==> config.mk <==
export PLATFORM = sky130hd
export DESIGN_NAME = cell_protection_fsm
export DESIGN_NICKNAME = d
export VERILOG_FILES = /design/src/cellprot_pkg.sv /design/src/cell_protection_fsm.sv /design/src/qual_timer.sv
export SDC_FILE = /design/constraint.sdc
export NUM_CORES = 1
export LEC_CHECK = 0
export ABC_CLOCK_PERIOD_IN_PS = 3300
export BUFFER_PORTS_ARGS = -buffer_cell sky130_fd_sc_hd__buf_2
export CORE_UTILIZATION = 45
export DETAILED_ROUTE_END_ITERATION = 16
export PLACE_DENSITY = 0.57
export SKIP_LAST_GASP = 1
export SLEW_MARGIN = 30
export SYNTH_ARGS = -nofsm -noshare
export SYNTH_HDL_FRONTEND = slang
export SYNTH_HIERARCHICAL = 1
export SYNTH_SLANG_ARGS = --single-unit
==> constraint.sdc <==
create_clock -name MCLK_I -period 3.3 [get_ports MCLK_I]
set_clock_uncertainty 0.05 [all_clocks]
set_input_delay 0.495 -clock MCLK_I [delete_from_list [all_inputs] [get_ports MCLK_I]]
set_output_delay 0.495 -clock MCLK_I [all_outputs]
set_load 0.03 [all_outputs]
==> src/cellprot_pkg.sv <==
// Package with states, timing constants and widths for the cell protection state machine.
package cellprot_pkg;

    // System clock rate in kHz, used to turn delays into cycle counts.
    localparam int CLK_KHZ = 40000;
    localparam int CLK_MHZ = 40;

    // Qualification delays in their own units, typical figures.
    localparam int OVERCHARGE_QUAL_DELAY_MS = 135;
    localparam int OVERDISCHARGE_QUAL_DELAY_MS = 35;
    localparam int FIRST_OVERCURRENT_DELAY_MS = 8;
    localparam int SECOND_OVERCURRENT_DELAY_MS = 1;
    localparam int SHORT_QUAL_DELAY_US = 100;

    // Width of every delay counter; holds the longest count.
    localparam int TIMER_W = 23;

    // Cycle counts derived from the delays and the clock rate.
    localparam logic [TIMER_W-1:0] OVERCHARGE_QUAL_CYC =
        TIMER_W'(OVERCHARGE_QUAL_DELAY_MS * CLK_KHZ);
    localparam logic [TIMER_W-1:0] OVERDISCHARGE_QUAL_CYC =
        TIMER_W'(OVERDISCHARGE_QUAL_DELAY_MS * CLK_KHZ);
    localparam logic [TIMER_W-1:0] FIRST_OVERCURRENT_CYC =
        TIMER_W'(FIRST_OVERCURRENT_DELAY_MS * CLK_KHZ);
    localparam logic [TIMER_W-1:0] SECOND_OVERCURRENT_CYC =
        TIMER_W'(SECOND_OVERCURRENT_DELAY_MS * CLK_KHZ);
    localparam logic [TIMER_W-1:0] SHORT_QUAL_CYC =
        TIMER_W'(SHORT_QUAL_DELAY_US * CLK_MHZ);

    // Width of the state code shown on the state output.
    localparam int STATE_W = 3;

    // Protection states.
    typedef enum logic [STATE_W-1:0] {
        ST_STARTUP,
        ST_NORMAL,
        ST_OVERCHARGE,
        ST_OVERDISCHARGE,
        ST_OD_WAKE,
        ST_OVERCURRENT,
        ST_SHORT,
        ST_ABN_CHARGE
    } prot_state_t;

endpackage : cellprot_pkg

==> src/cell_protection_fsm.sv <==
// Protection state machine driving the charge and discharge switch enables of one cell.
// Behaviour
// - No fault: charge and discharge switches both on.
// - Held overvoltage: charge switch off, enter overcharge.
// - Below overcharge release: charge on, back normal.
// - Load diode voltage releases overcharge if cell low.
// - Load with cell still high: stay overcharged.
// - Load with pin below overcurrent: no release.
// - Cell above overcharge: overcurrent detection suppressed.
// - Short detection active in every state except short, overdischarge and overdischarge wake.
// - Held undervoltage: discharge off, enter overdischarge.
// - Overdischarge: pin pulled up, power-down entered.
// - Charger detected leaves power-down, discharge stays off.
// - Cell at overdischarge threshold: discharge on, normal.
// - Weak charger: release at overdischarge release threshold.
// - Held overcurrent: discharge off, enter overcurrent.
// - Overcurrent state pulls pin to ground.
// - Pin below first overcurrent: back to normal.
// - Held charger-detect in normal: charge off.
// - Pin above charger-detect clears abnormal charge.
// - Low cell: no abnormal charge detection.
// - Held short: discharge off, released when pin drops.
// - Zero-volt cell charges through diode, then normal.
// - First attach waits for pin at ground.
// - Overcharge qualification delay is 135 ms.
// - Overdischarge qualification delay is 35 ms.
// - First overcurrent qualification delay is 8 ms.
// - Short qualification delay is 100 us.
`timescale 1ns/1ps
module cell_protection_fsm
    import cellprot_pkg::*;
#(
    parameter logic [TIMER_W-1:0] OVERCHARGE_CYC = OVERCHARGE_QUAL_CYC,
    parameter logic [TIMER_W-1:0] OVERDISCHARGE_CYC = OVERDISCHARGE_QUAL_CYC,
    parameter logic [TIMER_W-1:0] OVERCURRENT1_CYC = FIRST_OVERCURRENT_CYC,
    parameter logic [TIMER_W-1:0] OVERCURRENT2_CYC = SECOND_OVERCURRENT_CYC
)
(
    input wire logic MCLK_I,
    input wire logic RESETN_I,
    input wire logic CELL_ABOVE_OVERCHARGE_I,
    input wire logic CELL_BELOW_OVERCHARGE_RELEASE_I,
    input wire logic CELL_BELOW_OVERDISCHARGE_I,
    input wire logic CELL_ABOVE_OVERDISCHARGE_RELEASE_I,
    input wire logic PIN_ABOVE_DIODE_I,
    input wire logic PIN_ABOVE_FIRST_OVERCURRENT_I,
    input wire logic PIN_ABOVE_SECOND_OVERCURRENT_I,
    input wire logic PIN_ABOVE_SHORT_I,
    input wire logic PIN_BELOW_CHARGER_DETECT_I,
    input wire logic PIN_AT_GROUND_I,
    output logic CHARGE_EN_O,
    output logic DISCHARGE_EN_O,
    output logic PIN_PULLUP_EN_O,
    output logic PIN_PULLDOWN_EN_O,
    output logic POWER_DOWN_O,
    output logic [STATE_W-1:0] STATE_O
);

    localparam int NSYNC = 10;

    logic [NSYNC-1:0] raw_in;
    logic [NSYNC-1:0] sync1_q;
    logic [NSYNC-1:0] sync2_q;
    logic cell_hi;
    logic cell_below_rel;
    logic cell_lo;
    logic cell_above_odr;
    logic pin_diode;
    logic pin_oc1;
    logic pin_oc2;
    logic pin_short;
    logic pin_chg;
    logic pin_gnd;
    prot_state_t state_q;
    prot_state_t state_d;
    logic load_seen_q;
    logic oc_tmr_cond;
    logic od_tmr_cond;
    logic oc1_tmr_cond;
    logic oc2_tmr_cond;
    logic short_tmr_cond;
    logic abn_tmr_cond;
    logic oc_done;
    logic od_done;
    logic oc1_done;
    logic oc2_done;
    logic short_done;
    logic abn_done;

    // Comparator outputs are analog and asynchronous, so each passes two flops.
    assign raw_in = {CELL_ABOVE_OVERCHARGE_I, CELL_BELOW_OVERCHARGE_RELEASE_I,
                     CELL_BELOW_OVERDISCHARGE_I, CELL_ABOVE_OVERDISCHARGE_RELEASE_I,
                     PIN_ABOVE_DIODE_I, PIN_ABOVE_FIRST_OVERCURRENT_I,
                     PIN_ABOVE_SECOND_OVERCURRENT_I, PIN_ABOVE_SHORT_I,
                     PIN_BELOW_CHARGER_DETECT_I, PIN_AT_GROUND_I};

    // Two-stage synchroniser for every comparator input.
    always_ff @(posedge MCLK_I)
    begin
        if (!RESETN_I)
        begin
            sync1_q <= '0;
            sync2_q <= '0;
        end
        else
        begin
            sync1_q <= raw_in;
            sync2_q <= sync1_q;
        end
    end

    // Synchronised comparator levels.
    assign {cell_hi, cell_below_rel, cell_lo, cell_above_odr, pin_diode, pin_oc1,
            pin_oc2, pin_short, pin_chg, pin_gnd} = sync2_q;

    // Qualifying conditions; every fault timer except the short timer runs only from the normal state.
    assign oc_tmr_cond = (state_q == ST_NORMAL) && cell_hi;
    assign od_tmr_cond = (state_q == ST_NORMAL) && cell_lo;
    assign oc1_tmr_cond = (state_q == ST_NORMAL) && pin_oc1 && !cell_hi;
    assign oc2_tmr_cond = (state_q == ST_NORMAL) && pin_oc2 && !cell_hi;
    assign abn_tmr_cond = (state_q == ST_NORMAL) && pin_chg && !cell_lo;
    // Short watch stays on except in the short state and where discharge is already off with the pin pulled up.
    assign short_tmr_cond = pin_short && (state_q != ST_SHORT) &&
                            (state_q != ST_OVERDISCHARGE) && (state_q != ST_OD_WAKE);

    // Overcharge qualification timer.
    qual_timer #(.LIMIT(OVERCHARGE_CYC)) u_oc_timer (
        .clk_i(MCLK_I),
        .resetn_i(RESETN_I),
        .cond_i(oc_tmr_cond),
        .done_o(oc_done)
    );

    // Overdischarge qualification timer.
    qual_timer #(.LIMIT(OVERDISCHARGE_CYC)) u_od_timer (
        .clk_i(MCLK_I),
        .resetn_i(RESETN_I),
        .cond_i(od_tmr_cond),
        .done_o(od_done)
    );

    // First-level discharge overcurrent timer.
    qual_timer #(.LIMIT(OVERCURRENT1_CYC)) u_oc1_timer (
        .clk_i(MCLK_I),
        .resetn_i(RESETN_I),
        .cond_i(oc1_tmr_cond),
        .done_o(oc1_done)
    );

    // Second-level discharge overcurrent timer with its own shorter delay.
    qual_timer #(.LIMIT(OVERCURRENT2_CYC)) u_oc2_timer (
        .clk_i(MCLK_I),
        .resetn_i(RESETN_I),
        .cond_i(oc2_tmr_cond),
        .done_o(oc2_done)
    );

    // Load short timer.
    qual_timer #(.LIMIT(SHORT_QUAL_CYC)) u_short_timer (
        .clk_i(MCLK_I),
        .resetn_i(RESETN_I),
        .cond_i(short_tmr_cond),
        .done_o(short_done)
    );

    // Abnormal charge current timer, sharing the overcharge delay.
    qual_timer #(.LIMIT(OVERCHARGE_CYC)) u_abn_timer (
        .clk_i(MCLK_I),
        .resetn_i(RESETN_I),
        .cond_i(abn_tmr_cond),
        .done_o(abn_done)
    );

    // Next-state logic; a qualified short outranks every other event.
    always_comb
    begin
        state_d = state_q;
        if (short_done)
            state_d = ST_SHORT;
        else
        begin
            unique case (state_q)
                ST_STARTUP:
                    if (pin_gnd)
                        state_d = ST_NORMAL;
                ST_NORMAL:
                    if (oc_done)
                        state_d = ST_OVERCHARGE;
                    else if (od_done)
                        state_d = ST_OVERDISCHARGE;
                    else if (oc1_done || oc2_done)
                        state_d = ST_OVERCURRENT;
                    else if (abn_done)
                        state_d = ST_ABN_CHARGE;
                ST_OVERCHARGE:
                    if (cell_below_rel)
                        state_d = ST_NORMAL;
                    else if (load_seen_q && !cell_hi && pin_oc1)
                        state_d = ST_NORMAL;
                ST_OVERDISCHARGE:
                    if (cell_above_odr)
                        state_d = ST_NORMAL;
                    else if (pin_chg)
                        state_d = ST_OD_WAKE;
                ST_OD_WAKE:
                    if (!cell_lo)
                        state_d = ST_NORMAL;
                ST_OVERCURRENT:
                    if (!pin_oc1)
                        state_d = ST_NORMAL;
                ST_SHORT:
                    if (!pin_short)
                        state_d = ST_NORMAL;
                ST_ABN_CHARGE:
                    if (!pin_chg)
                        state_d = ST_NORMAL;
            endcase
        end
    end

    // State register; after reset the block waits for the pin to reach ground.
    always_ff @(posedge MCLK_I)
    begin
        if (!RESETN_I)
            state_q <= ST_STARTUP;
        else
            state_q <= state_d;
    end

    // Remembers the diode rise seen on the pin while overcharged, so a load is not missed.
    always_ff @(posedge MCLK_I)
    begin
        if (!RESETN_I)
            load_seen_q <= 1'b0;
        else if (state_q != ST_OVERCHARGE)
            load_seen_q <= 1'b0;
        else if (pin_diode)
            load_seen_q <= 1'b1;
    end

    // Switch enables follow the next state so they change together with it.
    always_ff @(posedge MCLK_I)
    begin
        if (!RESETN_I)
        begin
            CHARGE_EN_O <= 1'b1;
            DISCHARGE_EN_O <= 1'b0;
        end
        else
        begin
            CHARGE_EN_O <= (state_d != ST_OVERCHARGE) &&
                           (state_d != ST_ABN_CHARGE);
            DISCHARGE_EN_O <= (state_d == ST_NORMAL) ||
                              (state_d == ST_OVERCHARGE) || (state_d == ST_ABN_CHARGE);
        end
    end

    // Pin resistors, power-down flag and state code.
    always_ff @(posedge MCLK_I)
    begin
        if (!RESETN_I)
        begin
            PIN_PULLUP_EN_O <= 1'b0;
            PIN_PULLDOWN_EN_O <= 1'b0;
            POWER_DOWN_O <= 1'b0;
            STATE_O <= '0;
        end
        else
        begin
            PIN_PULLUP_EN_O <= (state_d == ST_OVERDISCHARGE) ||
                               (state_d == ST_OD_WAKE);
            PIN_PULLDOWN_EN_O <= (state_d == ST_OVERCURRENT) ||
                                 (state_d == ST_SHORT);
            POWER_DOWN_O <= (state_d == ST_OVERDISCHARGE);
            STATE_O <= state_d;
        end
    end

    // Normal state keeps both switches on.
    a_normal_both_on: assert property (@(posedge MCLK_I) disable iff (!RESETN_I)
        (state_q == ST_NORMAL) |-> (CHARGE_EN_O && DISCHARGE_EN_O))
        else $error("Normal state without both switches on.");

    // A qualified overvoltage moves to overcharge with charge off next cycle.
    a_overcharge_entry: assert property (@(posedge MCLK_I) disable iff (!RESETN_I)
        (state_q == ST_NORMAL && oc_done && !short_done)
        |=> (state_q == ST_OVERCHARGE && !CHARGE_EN_O))
        else $error("Overcharge not entered after qualification.");

    // Cell above overcharge in normal never leads to the overcurrent state.
    a_oc_suppressed: assert property (@(posedge MCLK_I) disable iff (!RESETN_I)
        (state_q == ST_NORMAL && cell_hi) |=> state_q != ST_OVERCURRENT)
        else $error("Overcurrent entered with the cell above overcharge.");

    // Overcharge release by load needs the cell back at or below the threshold.
    a_overcharge_hold: assert property (@(posedge MCLK_I) disable iff (!RESETN_I)
        (state_q == ST_OVERCHARGE && cell_hi && !cell_below_rel && !short_done)
        |=> state_q == ST_OVERCHARGE)
        else $error("Overcharge left while the cell was still high.");

    // A qualified short disables discharge on the next cycle from any state.
    a_short_entry: assert property (@(posedge MCLK_I) disable iff (!RESETN_I)
        short_done |=> (state_q == ST_SHORT && !DISCHARGE_EN_O && PIN_PULLDOWN_EN_O))
        else $error("Short not acted on.");

    // Overdischarge pulls the pin up and powers down with discharge off.
    a_od_powerdown: assert property (@(posedge MCLK_I) disable iff (!RESETN_I)
        (state_q == ST_OVERDISCHARGE) |-> (PIN_PULLUP_EN_O && POWER_DOWN_O && !DISCHARGE_EN_O))
        else $error("Overdischarge outputs wrong.");

    // Charger detection wakes from power-down but keeps discharge off.
    a_od_wake: assert property (@(posedge MCLK_I) disable iff (!RESETN_I)
        (state_q == ST_OVERDISCHARGE && pin_chg && !cell_above_odr)
        |=> (state_q == ST_OD_WAKE && !POWER_DOWN_O && !DISCHARGE_EN_O))
        else $error("Power-down not released on charger detection.");

    // Overcurrent holds the pin pulldown and ends when the pin falls.
    a_oc_release: assert property (@(posedge MCLK_I) disable iff (!RESETN_I)
        (state_q == ST_OVERCURRENT && !pin_oc1 && !short_done) |=> state_q == ST_NORMAL)
        else $error("Overcurrent not released.");

    // A low cell in normal never leads to the abnormal charge state.
    a_zero_volt_priority: assert property (@(posedge MCLK_I) disable iff (!RESETN_I)
        (state_q == ST_NORMAL && cell_lo) |=> state_q != ST_ABN_CHARGE)
        else $error("Abnormal charge entered with a low cell.");

    // Abnormal charge clears once the pin rises.
    a_abn_release: assert property (@(posedge MCLK_I) disable iff (!RESETN_I)
        (state_q == ST_ABN_CHARGE && !pin_chg && !short_done)
        |=> (state_q == ST_NORMAL && CHARGE_EN_O))
        else $error("Abnormal charge not released.");

    // Main scenarios.
    c_overcharge: cover property (@(posedge MCLK_I) disable iff (!RESETN_I)
        state_q == ST_OVERCHARGE ##1 state_q == ST_NORMAL);
    c_od_wake: cover property (@(posedge MCLK_I) disable iff (!RESETN_I)
        state_q == ST_OD_WAKE ##1 state_q == ST_NORMAL);
    c_overcurrent: cover property (@(posedge MCLK_I) disable iff (!RESETN_I)
        state_q == ST_OVERCURRENT);
    c_short: cover property (@(posedge MCLK_I) disable iff (!RESETN_I)
        state_q == ST_SHORT);

endmodule : cell_protection_fsm

==> src/qual_timer.sv <==
// Qualification timer that flags a condition held continuously for a set number of cycles.
`timescale 1ns/1ps
module qual_timer
    import cellprot_pkg::*;
#(
    parameter logic [TIMER_W-1:0] LIMIT = 23'h000010
)
(
    input wire logic clk_i,
    input wire logic resetn_i,
    input wire logic cond_i,
    output logic done_o
);

    logic [TIMER_W-1:0] cnt_q;

    // Counts while the condition holds, saturates at the limit, restarts when it drops.
    always_ff @(posedge clk_i)
    begin
        if (!resetn_i)
            cnt_q <= '0;
        else if (!cond_i)
            cnt_q <= '0;
        else if (cnt_q != LIMIT)
            cnt_q <= cnt_q + TIMER_W'(1);
    end

    // The condition has been held for the full limit.
    assign done_o = cond_i && (cnt_q == LIMIT);

    // A dropped condition clears the count.
    a_timer_restart: assert property (@(posedge clk_i) disable iff (!resetn_i)
        !cond_i |=> cnt_q == '0)
        else $error("Timer did not restart after the condition dropped.");

    // The count never passes the limit.
    a_timer_bound: assert property (@(posedge clk_i) disable iff (!resetn_i)
        cnt_q <= LIMIT)
        else $error("Timer count passed its limit.");

endmodule : qual_timer

; Word level (Yosys, flattened, before mapping)
; Cells that the tools add are included.
[classes]
n_reduce_logical = 35
n_addsub = 6
mux = 15
n_eq_ne = 32
n_mul = 0
n_bitwise = 1
order_cmp = 0
div = 0
shift = 0
[ops]
columns = operator, n
row1 = $add 23x1->23 const B, 6
row2 = $eq 23x23->1 const B, 2
row3 = $ne 23x23->1 const B, 2
row4 = $mux 3, 14
row5 = $eq 3x3->1 const B, 8
row6 = $pmux 3 s8, 1
row7 = $eq 23x12->1 const B, 1
row8 = $eq 23x16->1 const B, 1
row9 = $eq 23x19->1 const B, 1
row10 = $eq 23x21->1 const B, 1
row11 = $ne 23x12->1 const B, 1
row12 = $ne 23x16->1 const B, 1
row13 = $ne 23x19->1 const B, 1
row14 = $ne 23x21->1 const B, 1
row15 = $logic_and 1x1->1, 20
row16 = $eq 3x2->1 const B, 4
row17 = $reduce_and 2->1, 6
row18 = $ne 3x2->1 const B, 3
row19 = $ne 3x3->1 const B, 3
row20 = $eq 3x1->1 const B, 2
row21 = $logic_or 1x1->1, 5
row22 = $logic_not 3->1, 1
row23 = $logic_not 1->1, 2
row24 = $reduce_or 2->1, 1
row25 = $not 1->1, 1
[totals]
mem_count = 0
register_bits = 167
input_bits = 12
mem_bits_rw = 0
romBits = 0
latch_bits = 0
elab_cells = 104
output_inout_bits = 8

; Depth between registers and ports, before layout
[depth]
ltp_word = 13
mapped_depth = 11
mapped_depth_nobuf = 11

; Hierarchy
; Netlist, hierarchy kept.
[modules_own_cells]
columns = mod, seq_area_each_um2, cells_each, area_per_inst_um2, instances
row1 = qual_timer (u_abn_timer ...), 460.4, 149, 1277.5, 2
row2 = qual_timer (u_od_timer), 460.4, 135, 1162.4, 1
row3 = qual_timer (u_oc2_timer), 460.4, 138, 1148.6, 1
row4 = qual_timer (u_oc1_timer), 460.4, 138, 1147.4, 1
row5 = cell_protection_fsm, 580.6, 115, 1133.6, 1
row6 = qual_timer (u_short_timer), 460.4, 135, 1122.3, 1

; Worst setup path after synthesis
; No wires, ideal clock.
[synth_timing]
path_kind = register -> register
startpoint = register u_oc_timer.cnt_q[15]
endpoint = register PIN_PULLUP_EN_O
path_stages_with_launch = 9
period_less_slack_ns = 2.527
path_buffers = 0
slack_ns = 0.773
arrival_time_ns = 2.411
t_required_ns = 3.184
setup_ns = 0.066
path_cell_list = dfxtp_1 or4b_4 nor4_1 and3_1 nor2_1 o21a_1 a311o_1 or3_1 a21oi_2
[synth_between]
elab_chain_len = 7
word_cells_on_any_way = 8
cone_classes = eq/ne (3) / mux (3) / reduce/logical (2)
[synth_rtl]
columns = element, line
row1 = "start, declared", qual_timer.sv:15  ; logic [TIMER_W-1:0] cnt_q;
row2 = "start signal, assigned", qual_timer.sv:25  ; cnt_q <= cnt_q + TIMER_W'(1);
row3 = $eq 23x23->1 *, qual_timer.sv:29  ; assign done_o = cond_i && (cnt_q == LIMIT);
row4 = $logic_and 1x1->1 *, qual_timer.sv:29
row5 = via oc_done, cell_protection_fsm.sv:83  ; logic oc_done;
row6 = $mux 3 *, cell_protection_fsm.sv:187  ; if (oc_done)
row7 = $pmux 3 s8 *, cell_protection_fsm.sv:182  ; unique case (state_q)
row8 = $mux 3 *, cell_protection_fsm.sv:178  ; if (short_done)
row9 = $eq 3x2->1 or $eq 3x3->1 (tied branches), "cell_protection_fsm.sv:270, cell_protection_fsm.sv:271"
row10 = $logic_or 1x1->1 *, cell_protection_fsm.sv:270  ; PIN_PULLUP_EN_O <= (state_d == ST_OVERDISCHARGE) ||
row11 = "end signal, assigned", cell_protection_fsm.sv:270
row12 = "end, declared", cell_protection_fsm.sv:53  ; output logic PIN_PULLUP_EN_O,
; The timed path passes the listed nets; every way through them passes the cells marked *.
; A chain may end at the register's enable or synchronous reset.

; Final worst setup path
; Same ends and word-level chain as after synthesis.

==> report_table.html <==
<table>
<tr><th>Metric</th><th>Value</th></tr>
<tr><th colspan="2">Power and ir drop</th></tr>
<tr><td>Power density relative to cell area</td><td>440 nW/um^2</td></tr>
<tr><td>Cell leakage power</td><td>0.00274 uW</td></tr>
<tr><td>Worst vdd rail ir drop</td><td>0.565 mV</td></tr>
<tr><th colspan="2">Setup path</th></tr>
<tr><td>Critical path's slowest cell</td><td>sky130_fd_sc_hd__or4b_4</td></tr>
<tr><td>Start point of the critical path</td><td>u_oc_timer/cnt_q[15]</td></tr>
<tr><td>Worst reg-to-reg path cell count</td><td>8</td></tr>
<tr><td>CP peak stage delay</td><td>580 ps</td></tr>
<tr><td>Sequence of cells on the critical path</td><td>or4b_4 &gt; nor4_1 &gt; and3_1 &gt; nor2_1 &gt; o21a_1 &gt; a311o_1 &gt; or3_1 &gt; a21oi_2</td></tr>
<tr><td>CP bufs+invs</td><td>0</td></tr>
<tr><td>CP Data Required Time</td><td>3600 ps</td></tr>
<tr><td>Category of the most critical setup path</td><td>reg -&gt; reg</td></tr>
<tr><td>Reg-to-reg setup timing slack</td><td>530 ps</td></tr>
<tr><td>Crit Reg-Reg Endpoint</td><td>PIN_PULLUP_EN_O</td></tr>
<tr><td>Critical Path End Type</td><td>register</td></tr>
<tr><td>Category of cells accounting for the largest share of critical-path delay</td><td>simple AND/OR/NAND/NOR gates</td></tr>
<tr><td>CP startpoint kind</td><td>register</td></tr>
<tr><td>Launch instance of the worst register-to-register path</td><td>u_oc_timer/cnt_q[15]</td></tr>
<tr><td>Highest net fanout along the worst path</td><td>8</td></tr>
<tr><td>Worst path arrival time</td><td>3070 ps</td></tr>
<tr><th colspan="2">Yosys</th></tr>
<tr><td>Avg Inst Size Synth</td><td>8.62 sq um</td></tr>
<tr><td>Synth unique cells</td><td>78</td></tr>
<tr><td>Synthesized instance count</td><td>959</td></tr>
<tr><td>Synthesized flop and latch total</td><td>167</td></tr>
<tr><td>Syn Std Cell Area</td><td>8270 sq um</td></tr>
<tr><td>Syn. warnings</td><td>6</td></tr>
<tr><td>Share of synthesized area occupied by flip-flops and latches</td><td>0.404</td></tr>
<tr><td>Most frequently used flop master after synthesis</td><td>sky130_fd_sc_hd__dfxtp_1</td></tr>
<tr><td>Number of flops mapped to enable cells by yosys</td><td>0</td></tr>
<tr><td>Share of synthesized flip-flops with an asynchronous set or reset</td><td>0</td></tr>
<tr><td>Syn Nets</td><td>983</td></tr>
<tr><th colspan="2">STA</th></tr>
<tr><td>Min Clock Period, post-route</td><td>2770 ps</td></tr>
<tr><td>Maximum operating frequency</td><td>361 MHz</td></tr>
<tr><td>Max-slew violation total from the final report</td><td>0</td></tr>
<tr><td>Number of failing hold endpoints at the final stage</td><td>0</td></tr>
<tr><td>Setup repair after global routing missed its margin</td><td>no</td></tr>
<tr><td>Total setup violations reported at the end of the flow</td><td>0</td></tr>
<tr><td>Worst-Margin Slew</td><td>781 ps</td></tr>
<tr><td>Worst hold slack</td><td>229 ps</td></tr>
<tr><td>Part of the cycle the worst path needs</td><td>0.839</td></tr>
<tr><td>Summed negative setup slack over all endpoints</td><td>0 ps</td></tr>
<tr><td>Slew margin rel.</td><td>0.478</td></tr>
<tr><th colspan="2">Place</th></tr>
<tr><td>Placed wire-length estimate</td><td>11.8 mm</td></tr>
<tr><td>Number of I/O port buffers</td><td>19</td></tr>
<tr><td>Placed standard-cell area</td><td>8490 sq um</td></tr>
<tr><td>Placed Cells</td><td>1177</td></tr>
<tr><td>Gp weighted congestion</td><td>0.778</td></tr>
<tr><th colspan="2">Cells and area</th></tr>
<tr><td>Post-Layout Inst Area</td><td>9060 sq um</td></tr>
<tr><td>Filler cells</td><td>1713</td></tr>
<tr><td>Most used cells in the layout excluding fill and tap cells</td><td>sky130_fd_sc_hd__dfxtp_1 (167), sky130_fd_sc_hd__nor2_1 (79), sky130_fd_sc_hd__nand2_1 (65), sky130_fd_sc_hd__a21oi_1 (65), sky130_fd_sc_hd__nand3_1 (52)</td></tr>
<tr><td>Finished Layout Cells</td><td>1209</td></tr>
<tr><td>Layout-stage area growth over the synthesis result</td><td>9.61%</td></tr>
<tr><td>Most common library cell in the layout ignoring fill and taps</td><td>sky130_fd_sc_hd__dfxtp_1</td></tr>
<tr><td>Finished Core Util</td><td>0.505</td></tr>
<tr><td>Share of layout cells above drive strength 1</td><td>0.101</td></tr>
<tr><td>Number of inserted diodes</td><td>0</td></tr>
<tr><td>Total number of nets in the final design</td><td>991</td></tr>
<tr><th colspan="2">Floorplan</th></tr>
<tr><td>Initial cell density of the core</td><td>0.460</td></tr>
<tr><td>Core Rows</td><td>49</td></tr>
<tr><td>Core ar.</td><td>18000 sq um</td></tr>
<tr><td>Die outline width</td><td>138 um</td></tr>
<tr><td>Die Area</td><td>18900 sq um</td></tr>
<tr><td>Number of top-level design ports</td><td>20</td></tr>
<tr><td>Vertical die dimension</td><td>138 um</td></tr>
<tr><th colspan="2">Global route</th></tr>
<tr><td>Total congestion overflow after global routing</td><td>0</td></tr>
<tr><td>Overall track demand over capacity in global routing</td><td>0.190</td></tr>
<tr><td>First-pass GRT wire length</td><td>28.6 mm</td></tr>
<tr><td>Number of antenna violations at the first check in global routing</td><td>0</td></tr>
<tr><td>Number of global-route vias before repair</td><td>5947</td></tr>
<tr><td>Largest net degree at the start of global routing</td><td>35</td></tr>
<tr><th colspan="2">Min path</th></tr>
<tr><td>Worst hold endpoint</td><td>sync1_q[6]</td></tr>
<tr><td>Worst hold stages</td><td>2</td></tr>
<tr><td>Type of the most critical hold path</td><td>in -&gt; reg</td></tr>
<tr><td>Hold_sp</td><td>CELL_ABOVE_OVERDISCHARGE_RELEASE_I</td></tr>
<tr><th colspan="2">Drt</th></tr>
<tr><td>Detail-routed net length per standard cell</td><td>14.2 um</td></tr>
<tr><td>Remaining antenna violation count after routing</td><td>0</td></tr>
<tr><td>Routed vias/inst</td><td>5.66</td></tr>
<tr><td>Iteration-0 DRC count of the detailed router</td><td>329</td></tr>
<tr><td>Via count of the routed design</td><td>6839</td></tr>
<tr><td>Overall routed net length</td><td>17.2 mm</td></tr>
<tr><td>Count of TritonRoute iterations in the first routing pass</td><td>4</td></tr>
<tr><td>Residual DRC</td><td>0</td></tr>
<tr><th colspan="2">Status</th></tr>
<tr><td>Run status</td><td>complete, no violations</td></tr>
<tr><th colspan="2">Clocking</th></tr>
<tr><td>Clock tree root buffer cell</td><td>sky130_fd_sc_hd__clkbuf_16</td></tr>
<tr><td>Clock latency on the worst-skew pair</td><td>420 ps</td></tr>
<tr><td>Sinks on Clock Net</td><td>167</td></tr>
<tr><td>Clock Path Buffers</td><td>2</td></tr>
<tr><td>CTS clk-pin slew, worst paths</td><td>60 ps</td></tr>
<tr><td>Number of buffers inserted for hold repair after clock tree synthesis</td><td>0</td></tr>
<tr><td>TritonCTS clock tree</td><td>done</td></tr>
<tr><td>Number of H-tree branching levels</td><td>4</td></tr>
<tr><td># resized after CTS</td><td>0</td></tr>
<tr><td>Number of buffers created by CTS</td><td>17</td></tr>
<tr><td>Post-CTS Setup Repair Bufs</td><td>0</td></tr>
<tr><th colspan="2">Job</th></tr>
<tr><td>Max capacitance violation total</td><td>0</td></tr>
</table>
[layout make-up]
type | count | area [sq um] | share of cell area
multi-input combinational | 728 | 4630 | 0.510
tap | 229 | 287 | 0.0316
timing repair buffer | 23 | 125 | 0.0138
sequential | 167 | 3340 | 0.369
clock buffer | 22 | 474 | 0.0523
inverter | 30 | 113 | 0.0124
clock inverter | 10 | 95.1 | 0.0105
[worst register-to-register path, stage by stage (launching register included)]
cell                      delay [ps]
sky130_fd_sc_hd__dfxtp_1         370
sky130_fd_sc_hd__or4b_4          580
sky130_fd_sc_hd__nor4_1          340
sky130_fd_sc_hd__and3_1          300
sky130_fd_sc_hd__nor2_1           60
sky130_fd_sc_hd__o21a_1          190
sky130_fd_sc_hd__a311o_1         330
sky130_fd_sc_hd__or3_1           380
sky130_fd_sc_hd__a21oi_2         110
[routing by layer]
| metal | vias up | part of all wire | global-route usage |
|---|---|---|---|
| li1 | 3576 | - | - |
| met1 | 3186 | 0.52 | 0.261 |
| met2 | 67 | 0.44 | 0.290 |
| met3 | 10 | 0.030 | 0.0482 |
| met4 | 0 | 0.0087 | 0.0574 |
| met5 | - | 0 | 0 |
[cells in the mapped netlist, types with 12 or more instances]
master	number	area (sq um)
sky130_fd_sc_hd__nor3_1	22	110
sky130_fd_sc_hd__clkbuf_1	15	56.3
sky130_fd_sc_hd__nand3_1	52	260
sky130_fd_sc_hd__xor2_1	26	228
sky130_fd_sc_hd__and2_1	36	225
sky130_fd_sc_hd__nor4_1	30	188
sky130_fd_sc_hd__or3_1	28	175
sky130_fd_sc_hd__inv_1	30	113
sky130_fd_sc_hd__and3_1	16	100
sky130_fd_sc_hd__ha_1	12	150
sky130_fd_sc_hd__o21ai_0	41	205
sky130_fd_sc_hd__nand4_1	40	250
sky130_fd_sc_hd__dfxtp_1	167	3340
sky130_fd_sc_hd__a21oi_1	65	325
sky130_fd_sc_hd__nor2_1	79	297
sky130_fd_sc_hd__o31ai_1	23	173
sky130_fd_sc_hd__and4_1	13	114
sky130_fd_sc_hd__or4_1	23	173
sky130_fd_sc_hd__xnor2_1	29	254
sky130_fd_sc_hd__nand2_1	65	244
[per-stage QoR]
stage / setup slack, ps / total power (uW)
final: 530 / 3990
after global routing: 378 / 4160
after CTS: 530 / 4070
after detailed placement: 543 / 2140
after global placement: 575 / 2140
after floorplan: 773 / 2120
[state kept, by name, summed over array words and instances, names as in the netlist]
signal	count
sync1_q	10
DISCHARGE_EN_O	1
PIN_PULLUP_EN_O	1
u_oc2_timer/cnt_q	23
u_od_timer/cnt_q	23
PIN_PULLDOWN_EN_O	1
CHARGE_EN_O	1
STATE_O	3
u_short_timer/cnt_q	23
sync2_q	10
u_abn_timer/cnt_q	23
u_oc1_timer/cnt_q	23
load_seen_q	1
u_oc_timer/cnt_q	23
POWER_DOWN_O	1
[how the worst max path moves through the flow]
| stage | endpoint | slack [ps] | cells after the start |
|---|---|---|---|
| 3_5_place_dp | PIN_PULLUP_EN_O | 540 | 8 |
| 4_1_cts | PIN_PULLUP_EN_O | 530 | 8 |
| 2_1_floorplan | PIN_PULLUP_EN_O | 770 | 8 |
| 5_1_grt | PIN_PULLUP_EN_O | 380 | 8 |
| 3_3_place_gp | PIN_PULLUP_EN_O | 570 | 8 |
| 6_report | PIN_PULLUP_EN_O | 530 | 8 |
[logic make-up (layout without fill, tap and decap cells)]
logic type / count (synthesis) / count (layout) / synth area share
AND/OR/NAND/NOR: 487 / 487 / 0.353
AO/OA/AOI/OAI: 169 / 169 / 0.124
adder cells (fa/ha/maj): 12 / 12 / 0.0182
XOR/XNOR: 55 / 55 / 0.0583
multiplexers: 5 / 5 / 0.00620
flip-flops: 167 / 167 / 0.404
buffers and inverters: 64 / 85 / 0.0362
[power breakdown]
group	switching, uW	internal, uW	leakage, uW
Combinational	30.4	23.8	0.00113
Sequential	8.90	2030	0.00135
Clock	800	1100	0.000265
No activity file was read; power rests on OpenSTA's default activity.
